==> src/design/pcg_consts.vh <==
// Constants for the port C style GPIO block: register indices,
// byte addresses, reset values, bus answers and DMA setting field positions.
// Assumes inclusion by bare name from the design file.
`ifndef PCG_CONSTS_VH
`define PCG_CONSTS_VH

// Register indices as printed, byte address is four times the index
`define PCG_IDX_DIR 16'hffd5
`define PCG_IDX_DATA 16'hffd7
`define PCG_ADDR_W 18
`define PCG_ADDR_DIR 18'h3_ff54
`define PCG_ADDR_DATA 18'h3_ff5c

// Reset values and the direction read value
`define PCG_DIR_RST 8'h00
`define PCG_DATA_RST 8'h00
`define PCG_DIR_READ 8'hff
`define PCG_PIN_RST 8'hff

// Bus answers
`define PCG_RESP_OKAY 2'h0
`define PCG_RESP_SLVERR 2'h2

// DMA setting field positions: {src2a, src1a, src0a, src2b, src1b}
`define PCG_SEL_2A 4
`define PCG_SEL_1A 3
`define PCG_SEL_0A 2
`define PCG_SEL_2B 1
`define PCG_SEL_1B 0

`endif

==> src/design/pcg_port.v <==
// Eight-bit GPIO port with DMA, chip-select and interrupt sharing,
// registers reached over an AXI4-Lite slave.
// Assumes one 40 MHz clock, synchronous active-low reset, pins and the
// hardware standby level arriving asynchronously, DMA settings and
// chip selects arriving from logic on the same clock.
`include "pcg_consts.vh"
`timescale 1ns/1ps
`default_nettype none

module pcg_port (
  input wire i_clk,
  input wire i_rst_n,
  // AXI4-Lite slave
  input wire [`PCG_ADDR_W-1:0] i_awaddr,
  input wire i_awvalid,
  output reg o_awready,
  input wire [31:0] i_wdata,
  input wire [3:0] i_wstrb,
  input wire i_wvalid,
  output reg o_wready,
  output reg [1:0] o_bresp,
  output reg o_bvalid,
  input wire i_bready,
  input wire [`PCG_ADDR_W-1:0] i_araddr,
  input wire i_arvalid,
  output reg o_arready,
  output reg [31:0] o_rdata,
  output reg [1:0] o_rresp,
  output reg o_rvalid,
  input wire i_rready,
  // Standby level from the pin
  input wire i_hw_standby,
  // Port pins
  input wire [7:0] i_pin,
  output reg [7:0] o_pin,
  output reg [7:0] o_pin_oe,
  // Chip selects seven down to four from the bus controller
  input wire [3:0] i_chip_select_n,
  // DMA controller settings, channel three and two
  input wire [4:0] i_dma3_sel,
  input wire [4:0] i_dma2_sel,
  input wire i_dma_end_three_n,
  input wire i_dma_end_two_n,
  output reg o_dma_req_three_n,
  output reg o_dma_req_two_n,
  output reg o_ext_int_seven_n,
  output reg o_ext_int_six_n
);

  // ----------------------------------------------------------------
  // Setting decoders
  // ----------------------------------------------------------------

  // External request taken from the pin for this setting
  function req_sel;
    input [4:0] s;
    reg both;
    begin
      both = s[`PCG_SEL_2A] & s[`PCG_SEL_1A];
      req_sel = (s[`PCG_SEL_2B] & s[`PCG_SEL_1B]) |
                (both & ~s[`PCG_SEL_0A] & s[`PCG_SEL_2B]);
    end
  endfunction

  // Transfer-end output driven onto the pin for this setting
  function end_sel;
    input [4:0] s;
    reg both;
    begin
      both = s[`PCG_SEL_2A] & s[`PCG_SEL_1A];
      end_sel = s[`PCG_SEL_2B] & (~s[`PCG_SEL_1B] | (both & s[`PCG_SEL_0A]));
    end
  endfunction

  // ----------------------------------------------------------------
  // Input synchronisers
  // ----------------------------------------------------------------

  reg [7:0] pin_s1_reg; // First stage, read only by the second
  reg [7:0] pin_s2_reg; // Second stage
  reg [7:0] pin_s3_reg; // Third stage
  reg [7:0] pin_lvl_reg; // Accepted pin level
  reg [7:0] pin_lvl_next;
  reg stby_s1_reg; // First stage of standby level
  reg stby_s2_reg;
  reg stby_s3_reg;
  reg stby_reg; // Accepted standby level
  reg stby_next;

  // Three-stage chains, no reset needed on the data path stages
  always @(posedge i_clk) begin
    pin_s1_reg <= i_pin;
    pin_s2_reg <= pin_s1_reg;
    pin_s3_reg <= pin_s2_reg;
    stby_s1_reg <= i_hw_standby;
    stby_s2_reg <= stby_s1_reg;
    stby_s3_reg <= stby_s2_reg;
  end

  // Level accepted per bit once stages two and three agree
  always @* begin
    pin_lvl_next = (pin_s2_reg & ~(pin_s2_reg ^ pin_s3_reg)) |
                   (pin_lvl_reg & (pin_s2_reg ^ pin_s3_reg));
    stby_next = (stby_s2_reg == stby_s3_reg) ? stby_s2_reg : stby_reg;
  end

  always @(posedge i_clk) begin
    if (!i_rst_n) begin
      pin_lvl_reg <= `PCG_PIN_RST; // Idle high, no false interrupt edge
      stby_reg <= 1'b0;
    end else begin
      pin_lvl_reg <= pin_lvl_next;
      stby_reg <= stby_next;
    end
  end

  // ----------------------------------------------------------------
  // Port registers
  // ----------------------------------------------------------------

  reg [7:0] dir_reg; // Direction, one bit per pin
  reg [7:0] data_reg; // Stored output data
  reg [7:0] dir_next;
  reg [7:0] data_next;

  // ----------------------------------------------------------------
  // AXI4-Lite write channel
  // ----------------------------------------------------------------

  reg aw_have_reg; // Write address held
  reg w_have_reg; // Write data held
  reg [`PCG_ADDR_W-1:0] aw_addr_reg;
  reg [7:0] w_byte_reg;
  reg w_lane_reg; // Low byte lane enabled
  reg aw_have_next;
  reg w_have_next;
  reg [`PCG_ADDR_W-1:0] aw_addr_next;
  reg [7:0] w_byte_next;
  reg w_lane_next;
  reg bvalid_next;
  reg [1:0] bresp_next;
  reg do_write;

  // Address and data taken in either order, response after both
  always @* begin
    aw_have_next = aw_have_reg;
    w_have_next = w_have_reg;
    aw_addr_next = aw_addr_reg;
    w_byte_next = w_byte_reg;
    w_lane_next = w_lane_reg;
    bvalid_next = o_bvalid;
    bresp_next = o_bresp;
    dir_next = dir_reg;
    data_next = data_reg;
    do_write = 1'b0;
    if (o_bvalid && i_bready) begin
      bvalid_next = 1'b0; // Response taken
    end
    if (i_awvalid && o_awready) begin
      aw_have_next = 1'b1;
      aw_addr_next = i_awaddr;
    end
    if (i_wvalid && o_wready) begin
      w_have_next = 1'b1;
      w_byte_next = i_wdata[7:0];
      w_lane_next = i_wstrb[0];
    end
    if (aw_have_reg && w_have_reg && !o_bvalid) begin
      do_write = 1'b1;
      aw_have_next = 1'b0;
      w_have_next = 1'b0;
      bvalid_next = 1'b1;
      bresp_next = `PCG_RESP_OKAY;
      case (aw_addr_reg)
        `PCG_ADDR_DIR: begin
          if (w_lane_reg) dir_next = w_byte_reg;
        end
        `PCG_ADDR_DATA: begin
          if (w_lane_reg) data_next = w_byte_reg;
        end
        default: begin
          bresp_next = `PCG_RESP_SLVERR; // Unmapped address
        end
      endcase
    end
    if (stby_reg) begin
      dir_next = `PCG_DIR_RST;
      data_next = `PCG_DATA_RST;
    end
  end

  always @(posedge i_clk) begin
    if (!i_rst_n) begin
      aw_have_reg <= 1'b0;
      w_have_reg <= 1'b0;
      aw_addr_reg <= {`PCG_ADDR_W{1'b0}};
      w_byte_reg <= 8'h00;
      w_lane_reg <= 1'b0;
      o_awready <= 1'b0;
      o_wready <= 1'b0;
      o_bvalid <= 1'b0;
      o_bresp <= `PCG_RESP_OKAY;
      dir_reg <= `PCG_DIR_RST;
      data_reg <= `PCG_DATA_RST;
    end else begin
      aw_have_reg <= aw_have_next;
      w_have_reg <= w_have_next;
      aw_addr_reg <= aw_addr_next;
      w_byte_reg <= w_byte_next;
      w_lane_reg <= w_lane_next;
      o_awready <= !aw_have_next && !bvalid_next && !do_write;
      o_wready <= !w_have_next && !bvalid_next && !do_write;
      o_bvalid <= bvalid_next;
      o_bresp <= bresp_next;
      dir_reg <= dir_next;
      data_reg <= data_next;
    end
  end

  // ----------------------------------------------------------------
  // AXI4-Lite read channel
  // ----------------------------------------------------------------

  reg [31:0] rdata_next;
  reg [1:0] rresp_next;
  reg rvalid_next;
  reg arready_next;

  // One read under way; answer one cycle after the address is taken
  always @* begin
    rdata_next = o_rdata;
    rresp_next = o_rresp;
    rvalid_next = o_rvalid;
    arready_next = o_arready;
    if (o_rvalid && i_rready) begin
      rvalid_next = 1'b0;
      arready_next = 1'b1;
    end
    if (i_arvalid && o_arready) begin
      arready_next = 1'b0;
      rvalid_next = 1'b1;
      rresp_next = `PCG_RESP_OKAY;
      case (i_araddr)
        `PCG_ADDR_DIR: begin
          rdata_next = {24'h00_0000, `PCG_DIR_READ};
        end
        `PCG_ADDR_DATA: begin
          // Stored bit where output, pin level where input
          rdata_next = {24'h00_0000, (dir_reg & data_reg) |
                        (~dir_reg & pin_lvl_reg)};
        end
        default: begin
          rdata_next = 32'h0000_0000;
          rresp_next = `PCG_RESP_SLVERR;
        end
      endcase
    end
  end

  always @(posedge i_clk) begin
    if (!i_rst_n) begin
      o_arready <= 1'b1;
      o_rvalid <= 1'b0;
      o_rdata <= 32'h0000_0000;
      o_rresp <= `PCG_RESP_OKAY;
    end else begin
      o_arready <= arready_next;
      o_rvalid <= rvalid_next;
      o_rdata <= rdata_next;
      o_rresp <= rresp_next;
    end
  end

  // ----------------------------------------------------------------
  // Pin function selection, same in every mode
  // ----------------------------------------------------------------

  reg [7:0] pin_next;
  reg [7:0] oe_next;
  reg end3_on; // Pin 4 carries channel three transfer end
  reg end2_on; // Pin 2 carries channel two transfer end

  // Direction and DMA settings choose each pin's driver
  always @* begin
    end3_on = end_sel(i_dma3_sel);
    end2_on = end_sel(i_dma2_sel);
    oe_next = dir_reg;
    pin_next = data_reg;
    pin_next[5:2] = i_chip_select_n;
    if (end3_on) begin
      oe_next[4] = 1'b1;
      pin_next[4] = i_dma_end_three_n;
    end
    if (end2_on) begin
      oe_next[2] = 1'b1;
      pin_next[2] = i_dma_end_two_n;
    end
  end

  // Registered pin drivers and signals toward other blocks
  always @(posedge i_clk) begin
    if (!i_rst_n) begin
      o_pin <= 8'h00;
      o_pin_oe <= 8'h00;
      o_dma_req_three_n <= 1'b1;
      o_dma_req_two_n <= 1'b1;
      o_ext_int_seven_n <= 1'b1;
      o_ext_int_six_n <= 1'b1;
    end else begin
      o_pin <= pin_next;
      o_pin_oe <= oe_next;
      o_ext_int_seven_n <= pin_lvl_reg[7];
      o_ext_int_six_n <= pin_lvl_reg[6];
      // Requests idle high unless the setting picks the pin
      o_dma_req_three_n <= req_sel(i_dma3_sel) ? pin_lvl_reg[5] : 1'b1;
      o_dma_req_two_n <= req_sel(i_dma2_sel) ? pin_lvl_reg[3] : 1'b1;
    end
  end

endmodule

`default_nettype wire

==> config.mk <==
export PLATFORM = sky130hd
export DESIGN_NAME = pcg_port
export DESIGN_NICKNAME = d
export VERILOG_FILES = /design/src/design/pcg_port.v
export VERILOG_INCLUDE_DIRS = /design/src /design/src/design
export SDC_FILE = /design/constraint.sdc
export NUM_CORES = 1
export LEC_CHECK = 0
export BUFFER_PORTS_ARGS = -buffer_cell sky130_fd_sc_hd__buf_2
export CAP_MARGIN = 0
export CORE_UTILIZATION = 52
export CTS_BUF_LIST = sky130_fd_sc_hd__clkbuf_16
export DETAILED_ROUTE_END_ITERATION = 6
export GPL_TIMING_DRIVEN = 0
export PLACE_DENSITY = 0.84
export SYNTH_ARGS = -nofsm -noshare
export SYNTH_HDL_FRONTEND = slang
export SYNTH_SLANG_ARGS = --single-unit
==> constraint.sdc <==
create_clock -name i_clk -period 2.56 [get_ports i_clk]
set_input_delay 0.512 -clock i_clk [delete_from_list [all_inputs] [get_ports i_clk]]
set_output_delay 0.512 -clock i_clk [all_outputs]
set_load 0.02 [all_outputs]
---- Word level (Yosys, flattened, before mapping) ----
Index checks and enable logic that the tools add are counted.
operators by class
  mux-type cells .......................... 18
  reductions and logical operators ........ 24
  eq/ne operators ......................... 5
  bitwise logic cells ..................... 30
operator list
  cell                                   number
  18-bit == test, second input constant  4
  8-bit bitwise AND                      4
  8-bit NOT                              2
  8-bit bitwise OR                       2
  8-bit one-hot mux with 2 select lines  1
  1-bit two-way mux                      15
  1-bit bitwise AND                      12
  1-bit logical AND                      11
  8-bit bitwise XOR                      1
  3-bit AND reduction                    2
  2-bit OR reduction                     3
  1-bit logical NOT                      5
  1-bit NOT                              5
  2-bit two-way mux                      2
  1-bit bitwise OR                       4
  2-bit AND reduction                    2
  2-bit nonzero test                     1
  1-bit == test                          1
word-level totals
  logic and storage cells ................. 106
  input bits .............................. 104
  register bits after elaboration ......... 142

---- Longest topological paths before layout ----
Gate-level depths: netlist of the first run.
  depth in word-level cells ............... 6
  mapped depth ............................ 6
  depth with buffers taken out ............ 4

---- Worst setup path after synthesis of the first run ----
No wires, ideal clock.
  path type ............................... input port to flip-flop
  start ................................... input port i_araddr[7]
  end ..................................... register o_rdata[1]
  setup time .............................. 0.059 ns
  stages .................................. 4
  path slack .............................. 1.047 ns
  data required time ...................... 2.501 ns
  arrival ................................. 1.455 ns
  path through ............................ nand4b_1 > or3_1 > o21ai_2 > o221a_2
on the way
  longest elaborated chain between the ends .. 2
  elaborated cells on any way between the ends .. 3
  those cells by class .................... eq/ne (2); mux (1)
RTL lines
  item                                       RTL line        source
  start: declaration                         pcg_port.v:24   input wire [`PCG_ADDR_W-1:0] i_araddr,
  18-bit == test                             pcg_port.v:243  case (i_araddr)
  8-bit one-hot mux with 2 select lines (*)  pcg_port.v:243
  end signal: assignment                     pcg_port.v:269  o_rdata <= rdata_next;
  end: declaration                           pcg_port.v:27   output reg [31:0] o_rdata,
Mark *: on every way between the ends. The rest lies on a longest branch, timed or not.
A chain may end at the register's enable or synchronous reset.

---- Final worst setup path of the first run ----
  start ................................... register w_have_reg
  end ..................................... register data_reg[2]
on the way
  longest elaborated chain between the ends .. 3
RTL lines
  item                            RTL line        source
  start: declaration              pcg_port.v:131  reg w_have_reg;
  start signal: assignment        pcg_port.v:207  w_have_reg <= w_have_next;
  1-bit logical AND (2 in a row)  pcg_port.v:168  if (aw_have_reg && w_have_reg && !o_bvalid) begin
  3-bit AND reduction (no line)   -
  end signal: assignment          pcg_port.v:204  data_reg <= `PCG_DATA_RST;
  end signal: assignment          pcg_port.v:216  data_reg <= data_next;
  end: declaration                pcg_port.v:122  reg [7:0] data_reg;
No other way between the ends.

==> results.py, run 1 <==
metrics = {
    "synth": {
        "postSynth.topFlopCell": "sky130_fd_sc_hd__dfxtp_1",
        "avgSynthCellArea_um2": 9.98,
        "synth_warnings": 0,
        "netlist_area_mm2": 0.00420,
        "synth.top_cells.by_area": "sky130_fd_sc_hd__dfxtp_1 55%, sky130_fd_sc_hd__nand2_1 5.9%, sky130_fd_sc_hd__a21boi_0 5.4%, sky130_fd_sc_hd__buf_4 4.8%, sky130_fd_sc_hd__a21oi_1 3.1%",
        "synth_common_cells": "116 x sky130_fd_sc_hd__dfxtp_1, 66 x sky130_fd_sc_hd__nand2_1, 30 x sky130_fd_sc_hd__a21boi_0",
        "synth.largest_area_cell": "sky130_fd_sc_hd__dfxtp_1",
        "post-synth-top-count-cell": "sky130_fd_sc_hd__dfxtp_1",
        "synth_register_bits": 116,
        "netlist_instances": 421,
        "area_share_of_the_leading_cell_type_in_the_synthesized_netlist": 0.553,
        "sequential_cell_area_fraction_in_the_yosys_report": 0.553,
        "postSynth.asyncResetShare": 0,
        "netlist-cell-type-count": 41,
        "synth-edff-count": 0,
    },
    "worst_setup_path": {
        "worst-setup-path-type": "flop to flop",
        "cp.arrival_ps": 1940,
        "start_kind": "flop",
        "cp_max_fo": 8,
        "worst-endpoint-required_ps": 2840,
        "ff2ff_path_depth": 4,
        "endpoint_kind": "flop",
    },
    "cells_and_area": {
        "syn2layout_area_growth_pct": 33.2,
        "final_net_count": 680,
        "drive_above_1_share": 0.338,
        "final_core_utilization": 0.721,
        "largest_reg_flops": 18,
        "insertedDiodeCount": 0,
        "fin_area_mm2": 0.00560,
    },
    "floorplan": {
        "dieArea_mm2": 0.00845,
        "core_area_mm2": 0.00777,
        "initial_cell_density_of_the_core": 0.541,
        "rows": 32,
        "chipWidth_um": 91.9,
        "die_height_um": 91.9,
        "floorplan.io_pins": 165,
    },
    "clock_tree": {
        "clock-root-buffer": "sky130_fd_sc_hd__clkbuf_16",
        "post_cts.resized_instances": 0,
        "holdBufCountCts": 0,
        "htree_num_levels": 4,
        "post_cts_buffers": 0,
        "clock_network_latency_to_the_later_pin_of_the_worst_skew_pair_ps": 410,
        "tritoncts": "built",
        "clock-sinks": 116,
        "clock_tree.buffer_depth": 2,
        "cts_made_buffers": 17,
        "cts.clk_slew.worst_paths_ps": 60,
    },
    "sta": {
        "maxSlewHeadroom": 0.623,
        "finalCritPeriodShare": 0.645,
        "fin_worst_hold_slack_ps": 202,
        "worstMarginPinSlew_ps": 566,
        "final-setup-viol-count": 0,
        "max_freq_mhz": 606,
        "finalMaxSlewViolations": 0,
        "worst_clock_skew_ps": 5.88,
        "hold_violations_final": 0,
        "unrepaired_setup_endpoints_after_global_routing": "no",
        "worst_slack_ps": 909,
        "final.setup.tns_ps": 0,
        "post-route-min-period_ps": 1650,
    },
    "run": {
        "drv_cap": 0,
    },
    "placed_design": {
        "port-buffer-count": 111,
        "gpl.final_weighted_congestion": 0.785,
        "post-place-ws_ps": 626,
        "hpwl_mm": 6.62,
        "dpl-instance-area_mm2": 0.00498,
    },
    "routing": {
        "vias_per_cell": 5.08,
        "routed_wl_mm": 9.74,
        "post_route_drc": 0,
        "drt_first_iter_violations": 193,
        "detail_route.first_pass.iterations": 5,
        "ant_nets_after_route": 0,
        "wire_per_inst_um": 14.1,
        "routed-via-count": 3513,
    },
    "grt": {
        "number_of_global_route_vias_before_repair": 3369,
        "groute.usage.overall": 0.242,
        "globalRoute.totalOverflow": 0,
        "grt_pass1_wl_mm": 15.6,
        "grt_antenna_before_repair": 0,
        "largest_net_degree_at_the_start_of_global_routing": 17,
    },
    "power": {
        "power.ir.vdd_worst_uv": 524,
        "p_leak_uw": 0.00241,
        "p_per_area_mw_per_mm2": 843,
    },
    "hold_path": {
        "holdCritPathClass": "primary input to flop",
        "timing.hold.worst_path_depth": 1,
    },
    "run_status": {
        "outcome": "complete, no violations",
    },
}
## worst paths after layout
kind	from	to	slack, ps
worst max-delay path	w_have_reg	data_reg[2]	910
worst min-delay path	i_pin[5]	pin_s1_reg[5]	200
worst max register to register	w_have_reg	data_reg[2]	910
worst min register to register	pin_s1_reg[7]	pin_s2_reg[7]	320
## worst max-delay path, stage by stage (launching register included)
cell	delay, ps
sky130_fd_sc_hd__dfxtp_1	400
sky130_fd_sc_hd__and3b_1	260
sky130_fd_sc_hd__nand4_1	370
sky130_fd_sc_hd__o21ai_0	390
sky130_fd_sc_hd__a21oi_1	110
## placed cells by master, fill, tap and decap left out, drive strengths merged, types with 2 or more instances in the layout
cell type  instances
nor2              13
and3               2
mux2               8
buf              144
nand3             20
clkbuf            29
and2              17
mux2i              2
clkinv             4
nand4bb            2
o21ai             33
o21a               2
bufinv             3
and4bb             2
nand4              3
and4               3
nor2b              2
o221a              9
nand2             66
a21oi             26
conb              26
dfxtp            116
inv                7
nor3               3
a21boi            32
nand2b             5
clkinvlp           2
## routing by layer
metal / part of all wire / track usage
met5: 0 / 0
met1: 0.41 / 0.266
met4: 0.019 / 0.0820
met2: 0.51 / 0.432
met3: 0.063 / 0.0821
## per-stage QoR
| stage | instances | total power [µW] |
|---|---|---|
| after CTS | 691 | 4730 |
| after detailed placement | 659 | 2300 |
| after global placement | 659 | 2290 |
| after floorplan | 446 | 2170 |
| final | 691 | 4720 |
| after global routing | 691 | 4860 |
## area by class of cell
type,count,area [µm²]
sequential,116,2320
fill,590,2170
multi-input combinational,284,1690
timing repair buffer,111,556
clock buffer,17,425
buffer,45,282
clock inverter,15,193
tap,102,128
inverter,1,3.75
## power by group
group	switching [µW]	total [µW]	internal, µW	leakage (µW)
combinational	187	334	147	0.00116
sequential	50.4	1940	1890	0.000955
clock	893	2450	1550	0.000296
total	1130	4720	3590	0.00241
## cells by family after synthesis
logic type | Yosys count | share of synthesized area
other | 1 | 0.000892
muxes | 10 | 0.0262
AOI/OAI and AO/OA | 102 | 0.163
buffers and inverters | 46 | 0.0679
DFF | 116 | 0.553
and+or+nand+nor | 146 | 0.189
Note: power is estimated with default switching activity, not from simulation.
==> run 2, diff against run 1 <==
--- a/config.mk
+++ b/config.mk
@@ -8,11 +8,11 @@
 export LEC_CHECK = 0
 export BUFFER_PORTS_ARGS = -buffer_cell sky130_fd_sc_hd__buf_2
 export CAP_MARGIN = 0
-export CORE_UTILIZATION = 52
+export CORE_UTILIZATION = 48
 export CTS_BUF_LIST = sky130_fd_sc_hd__clkbuf_16
 export DETAILED_ROUTE_END_ITERATION = 6
 export GPL_TIMING_DRIVEN = 0
-export PLACE_DENSITY = 0.84
+export PLACE_DENSITY = 0.78
 export SYNTH_ARGS = -nofsm -noshare
 export SYNTH_HDL_FRONTEND = slang
 export SYNTH_SLANG_ARGS = --single-unit
==> constraint.sdc (replaced) <==
create_clock -name i_clk -period 1.59 [get_ports i_clk]
set_input_delay 0.318 -clock i_clk [delete_from_list [all_inputs] [get_ports i_clk]]
set_output_delay 0.318 -clock i_clk [all_outputs]
set_load 0.02 [all_outputs]
==> results.py, run 2 (same netlist as run 1, synthesis figures left out) <==
metrics = {
    "grt": {
        "groute.usage.overall": 0.219,
        "largest_net_degree_at_the_start_of_global_routing": 17,
        "number_of_global_route_vias_before_repair": 3245,
        "grt_pass1_wl_mm": 14.8,
        "globalRoute.totalOverflow": 0,
        "grt_antenna_before_repair": 0,
    },
    "routing": {
        "ant_nets_after_route": 0,
        "wire_per_inst_um": 13.8,
        "post_route_drc": 0,
        "detail_route.first_pass.iterations": 5,
        "routed-via-count": 3493,
        "vias_per_cell": 4.95,
        "drt_first_iter_violations": 153,
        "routed_wl_mm": 9.75,
    },
    "hold_path": {
        "holdCritPathClass": "primary input to flop",
    },
    "sta": {
        "worst_clock_skew_ps": 5.66,
        "fin_worst_hold_slack_ps": 15.4,
        "post-route-min-period_ps": 1590,
        "max_freq_mhz": 628,
        "final.setup.tns_ps": -2.68,
        "maxSlewHeadroom": 0.610,
        "hold_violations_final": 0,
        "final-setup-viol-count": 1,
        "finalMaxSlewViolations": 0,
        "worst_slack_ps": -2.68,
        "worstMarginPinSlew_ps": 585,
        "unrepaired_setup_endpoints_after_global_routing": "yes",
        "finalCritPeriodShare": 1.00,
    },
    "clock_tree": {
        "tritoncts": "built",
        "cts_made_buffers": 17,
        "clock_tree.buffer_depth": 2,
        "clock-sinks": 116,
        "clock_network_latency_to_the_later_pin_of_the_worst_skew_pair_ps": 410,
        "cts.clk_slew.worst_paths_ps": 60,
        "htree_num_levels": 4,
        "clock-root-buffer": "sky130_fd_sc_hd__clkbuf_16",
    },
    "placed_design": {
        "gpl.final_weighted_congestion": 0.818,
        "dpl.cell_count": 662,
        "hpwl_mm": 6.64,
        "port-buffer-count": 111,
    },
    "worst_setup_path": {
        "cp.arrival_ps": 1870,
        "worst-endpoint-required_ps": 1870,
        "timing.reg2reg.setup_slack_ps": -3,
        "timing.critical_path.buf_inv": 0,
        "start_kind": "flop",
        "critical_path.slowest_cell": "sky130_fd_sc_hd__or4_4",
        "cp_cell_sequence": "nand4bb_4 > or4_4 > o21ai_4 > a21oi_2",
        "cp_max_fo": 8,
        "endpoint_kind": "flop",
        "worst-setup-path-type": "flop to flop",
        "path_delay_family": "simple AND/OR/NAND/NOR gates",
        "critPathMaxStageDelay_ps": 650,
    },
    "floorplan": {
        "rows": 33,
        "core_area_mm2": 0.00834,
        "dieArea_mm2": 0.00913,
        "chipWidth_um": 95.6,
        "die_height_um": 95.6,
        "initial_cell_density_of_the_core": 0.504,
        "floorplan.io_pins": 165,
    },
    "cells_and_area": {
        "final_net_count": 692,
        "mostFrequentLayoutCell": "sky130_fd_sc_hd__dfxtp_1",
        "syn2layout_area_growth_pct": 36.2,
        "drive_above_1_share": 0.341,
        "filler_cell_count": 653,
        "multiInputGateArea_mm2": 0.00170,
        "final_cell_mix": "115 x sky130_fd_sc_hd__dfxtp_1, 114 x sky130_fd_sc_hd__buf_2, 66 x sky130_fd_sc_hd__nand2_1",
        "final_cell_count_no_fill": 706,
        "insertedDiodeCount": 0,
        "regArea_mm2": 0.00232,
        "largest_reg_flops": 18,
    },
    "power": {
        "p_per_area_mw_per_mm2": 1330,
        "p_leak_uw": 0.00246,
        "power.ir.vdd_worst_uv": 758,
    },
    "run_status": {
        "failed_checks": "negative setup slack",
        "outcome": "finished with violations",
    },
    "run": {
        "drv_cap": 0,
    },
}
-- run 2: cell types whose count changed in the layout (fill, tap and decap cells not counted), sizes merged --
cell | before | now
dlygate4sd3 | 0 | 8
clkinv | 4 | 3
inv | 7 | 8
buf | 144 | 148
-- run 2: layer usage --
metal | GRT usage | up-vias | wire (µm)
li1 | - | 1742 | -
met1 | 0.244 | 1591 | 4100
met2 | 0.379 | 140 | 4870
met3 | 0.0694 | 20 | 600
met4 | 0.0995 | 0 | 176
met5 | 0 | - | 0
-- run 2: cell type report --
class                   instances  share of cell area
flip-flops and latches        116               0.406
multi-input cells             284               0.297
repair buffers                124               0.118
clock buffers                  17              0.0743
plain buffers                  44              0.0472
clock inverters                15              0.0341
well taps                     105              0.0230
inverters                       1            0.000656
-- run 2: path summary, 6_finish.rpt --
| kind | startpoint | to | cells after the start |
|---|---|---|---|
| worst max register to register | aw_addr_reg[0] | dir_reg[5] | 4 |
| worst min-delay path | i_pin[3] | pin_s1_reg[3] | 1 |
| worst max-delay path | aw_addr_reg[0] | dir_reg[5] | 4 |
| worst min register to register | pin_s1_reg[3] | pin_s2_reg[3] | 0 |
-- run 2: where the power goes --
| group | total [µW] | internal [µW] | switching (µW) | leakage (µW) |
|---|---|---|---|---|
| logic | 551 | 251 | 301 | 0.00121 |
| clock network | 3950 | 2510 | 1440 | 0.000298 |
| registers | 3120 | 3040 | 79.9 | 0.000955 |
| total | 7620 | 5800 | 1820 | 0.00246 |
-- run 2: what timing repair did --
item,4_1_cts,5_1_grt
pin swaps,4,4
setup buffers,2,3
resized for setup,0,3
hold buffers,6,2
hold endpoints to repair,6,2
setup endpoints to repair,8,9
-- run 2: stage by stage --
stage / area (µm²) / utilization / worst slack (ps) / total power (µW)
4_1_cts: 5670 / 0.680 / 11.5 / 7650
6_report: 5720 / 0.686 / -2.68 / 7620
2_1_floorplan: 4300 / - / 80.2 / 3500
5_1_grt: 5720 / 0.686 / -51.7 / 7860
3_3_place_gp: 4980 / 0.598 / -100 / 3690
3_5_place_dp: 4980 / 0.598 / -139 / 3710
==> run 3, diff against run 2 <==
--- a/config.mk
+++ b/config.mk
@@ -6,6 +6,7 @@
 export SDC_FILE = /design/constraint.sdc
 export NUM_CORES = 1
 export LEC_CHECK = 0
+export ABC_AREA = 1
 export BUFFER_PORTS_ARGS = -buffer_cell sky130_fd_sc_hd__buf_2
 export CAP_MARGIN = 0
 export CORE_UTILIZATION = 48
==> results.py, run 3 <==
metrics = {
    "run_status": {
        "outcome": "complete, no violations",
    },
    "clock_tree": {
        "post_cts_buffers": 0,
        "tritoncts": "built",
        "clock-sinks": 116,
        "clock_tree.buffer_depth": 2,
        "cts_made_buffers": 17,
        "clock-root-buffer": "sky130_fd_sc_hd__clkbuf_16",
        "htree_num_levels": 4,
        "clock_network_latency_to_the_later_pin_of_the_worst_skew_pair_ps": 420,
        "cts.clk_slew.worst_paths_ps": 60,
    },
    "cells_and_area": {
        "drive_above_1_share": 0.260,
        "largest_reg_flops": 18,
        "final_net_count": 795,
        "filler_cell_count": 683,
        "syn2layout_area_growth_pct": 32.7,
        "insertedDiodeCount": 0,
        "mostFrequentLayoutCell": "sky130_fd_sc_hd__nor2_1",
        "final_cell_mix": "125 x sky130_fd_sc_hd__nor2_1, 116 x sky130_fd_sc_hd__dfxtp_1, 112 x sky130_fd_sc_hd__buf_2",
        "final_cell_count_no_fill": 809,
    },
    "sta": {
        "max_freq_mhz": 722,
        "final-setup-viol-count": 0,
        "finalCritPeriodShare": 0.871,
        "worstMarginPinSlew_ps": 605,
        "final.setup.tns_ps": 0,
        "post-route-min-period_ps": 1390,
        "hold_violations_final": 0,
        "unrepaired_setup_endpoints_after_global_routing": "no",
        "worst_clock_skew_ps": 12.9,
        "maxSlewHeadroom": 0.596,
        "finalMaxSlewViolations": 0,
    },
    "grt": {
        "grt_pass1_wl_mm": 14.5,
        "largest_net_degree_at_the_start_of_global_routing": 17,
        "number_of_global_route_vias_before_repair": 3367,
        "grt_antenna_before_repair": 0,
        "globalRoute.totalOverflow": 0,
        "groute.usage.overall": 0.211,
    },
    "floorplan": {
        "die_height_um": 95.7,
        "floorplan.io_pins": 165,
        "initial_cell_density_of_the_core": 0.506,
        "chipWidth_um": 95.7,
        "core_area_mm2": 0.00834,
        "rows": 33,
        "dieArea_mm2": 0.00916,
    },
    "routing": {
        "wire_per_inst_um": 11.2,
        "vias_per_cell": 4.61,
        "routed-via-count": 3730,
        "drt_first_iter_violations": 152,
        "ant_nets_after_route": 0,
        "post_route_drc": 0,
        "routed_wl_mm": 9.10,
        "detail_route.first_pass.iterations": 4,
    },
    "power": {
        "power.ir.vdd_worst_uv": 953,
        "p_per_area_mw_per_mm2": 1290,
        "p_leak_uw": 0.00286,
        "p_total_uw": 7190,
    },
    "synth": {
        "synth_common_cells": "125 x sky130_fd_sc_hd__nor2_1, 116 x sky130_fd_sc_hd__dfxtp_1, 88 x sky130_fd_sc_hd__nand2_1",
        "netlist-cell-type-count": 28,
        "postSynth.topFlopCell": "sky130_fd_sc_hd__dfxtp_1",
        "avgSynthCellArea_um2": 7.94,
        "area_share_of_the_leading_cell_type_in_the_synthesized_netlist": 0.551,
        "synth_warnings": 0,
        "synth.top_cells.by_area": "sky130_fd_sc_hd__dfxtp_1 55%, sky130_fd_sc_hd__nor2_1 11%, sky130_fd_sc_hd__nand2_1 7.8%, sky130_fd_sc_hd__o21ai_0 5.3%, sky130_fd_sc_hd__inv_1 5.0%",
        "netlist_area_mm2": 0.00422,
        "synth-edff-count": 0,
        "sequential_cell_area_fraction_in_the_yosys_report": 0.551,
        "synth.largest_area_cell": "sky130_fd_sc_hd__dfxtp_1",
        "netlist_instances": 531,
        "synth_register_bits": 116,
        "postSynth.asyncResetShare": 0,
        "post-synth-top-count-cell": "sky130_fd_sc_hd__nor2_1",
    },
    "placed_design": {
        "hpwl_mm": 6.56,
        "dpl.cell_count": 772,
        "port-buffer-count": 111,
        "gpl.final_weighted_congestion": 0.787,
    },
    "hold_path": {
        "holdCritPathClass": "primary input to flop",
    },
    "worst_setup_path": {
        "endpoint_kind": "flop",
        "cp_max_fo": 10,
        "cp.arrival_ps": 1730,
        "worst-endpoint-required_ps": 1930,
        "worst-setup-path-type": "flop to flop",
        "start_kind": "flop",
    },
    "run": {
        "drv_cap": 0,
    },
}
==> run 3: changes by cell type after synthesis, sizes merged, moves of 5 or more <==
| cell | before | now |
|---|---|---|
| o21ai | 33 | 45 |
| nand2 | 66 | 90 |
| a21boi | 32 | 0 |
| nand2b | 5 | 0 |
| nor2 | 13 | 129 |
| mux2 | 8 | 0 |
| inv | 1 | 58 |
| a21oi | 26 | 21 |
| and2 | 17 | 0 |
| o221a | 9 | 0 |
| nand3 | 20 | 13 |
==> run 3: worst paths after layout <==
check        depth (start not counted)  slack [ps]       endpoint            from
max reg2reg                          8         200     dir_reg[7]  aw_addr_reg[0]
min                                  1           4  pin_s1_reg[7]        i_pin[7]
max                                  8         200     dir_reg[7]  aw_addr_reg[0]
min reg2reg                          0         320  pin_s2_reg[5]   pin_s1_reg[5]
==> run 3: metal layers <==
metal | up-vias | global-route usage | wire [µm]
met5 | - | 0 | 0
li1 | 1919 | - | -
met2 | 126 | 0.358 | 4340
met1 | 1667 | 0.244 | 3950
met4 | 0 | 0.0958 | 180
met3 | 18 | 0.0656 | 625
==> run 3: area by class of cell <==
type                       count  area (µm²)  area share
tap                          105         131      0.0235
multi-input combinational    341        1500       0.268
clock inverter                15         123      0.0219
timing repair buffer         116         606       0.108
buffer                        40         268      0.0479
inverter                      59         221      0.0396
sequential                   116        2320       0.415
clock buffer                  17         425      0.0760
==> run 3: logic make-up (layout without fill, tap and decap cells) <==
kind of cell / after synthesis / in the layout / share of synthesized area
multiplexers: 5 / 5 / 0.0119
flip-flops: 116 / 116 / 0.551
adder cells (fa/ha/maj): 3 / 3 / 0.00712
buffers and inverters: 99 / 247 / 0.116
AO/OA/AOI/OAI: 69 / 69 / 0.0843
other: 1 / 26 / 0.000889
AND/OR/NAND/NOR: 238 / 238 / 0.229
==> run 3: worst max-delay path, stage by stage, from the launching register on <==
cell and delay, ps:
sky130_fd_sc_hd__dfxtp_1 310, sky130_fd_sc_hd__nor2_1 190, sky130_fd_sc_hd__nand2_1 120, sky130_fd_sc_hd__nor2_4 190, sky130_fd_sc_hd__nand3_2 130, sky130_fd_sc_hd__buf_6 170
sky130_fd_sc_hd__nand2_2 50, sky130_fd_sc_hd__nand2_1 40, sky130_fd_sc_hd__nor2_1 120
==> run 3: stage by stage <==
step | instance area, µm² | hold slack, ps | setup slack (ps) | util
floorplan | 4310 | 310 | 360 | -
global placement | 5000 | 310 | 113 | 0.599
detailed placement | 5000 | 312 | 93.6 | 0.599
CTS | 5590 | 0.191 | 220 | 0.670
global route | 5600 | 1.25 | 52.5 | 0.671
finish | 5600 | 3.65 | 205 | 0.671
==> run 3: where the power goes <==
group / switching (µW) / internal [µW] / total (µW)
registers: 75.0 / 3060 / 3130
logic: 352 / 244 / 596
clock network: 1440 / 2020 / 3470
total: 1870 / 5320 / 7190
==> run 3: timing repair <==
action / in CTS / in global routing
hold endpoints to repair: 4 / 1
endpoints found under the setup margin: 0 / 0
gates resized for setup: 0 / 0
hold buffers: 4 / 1
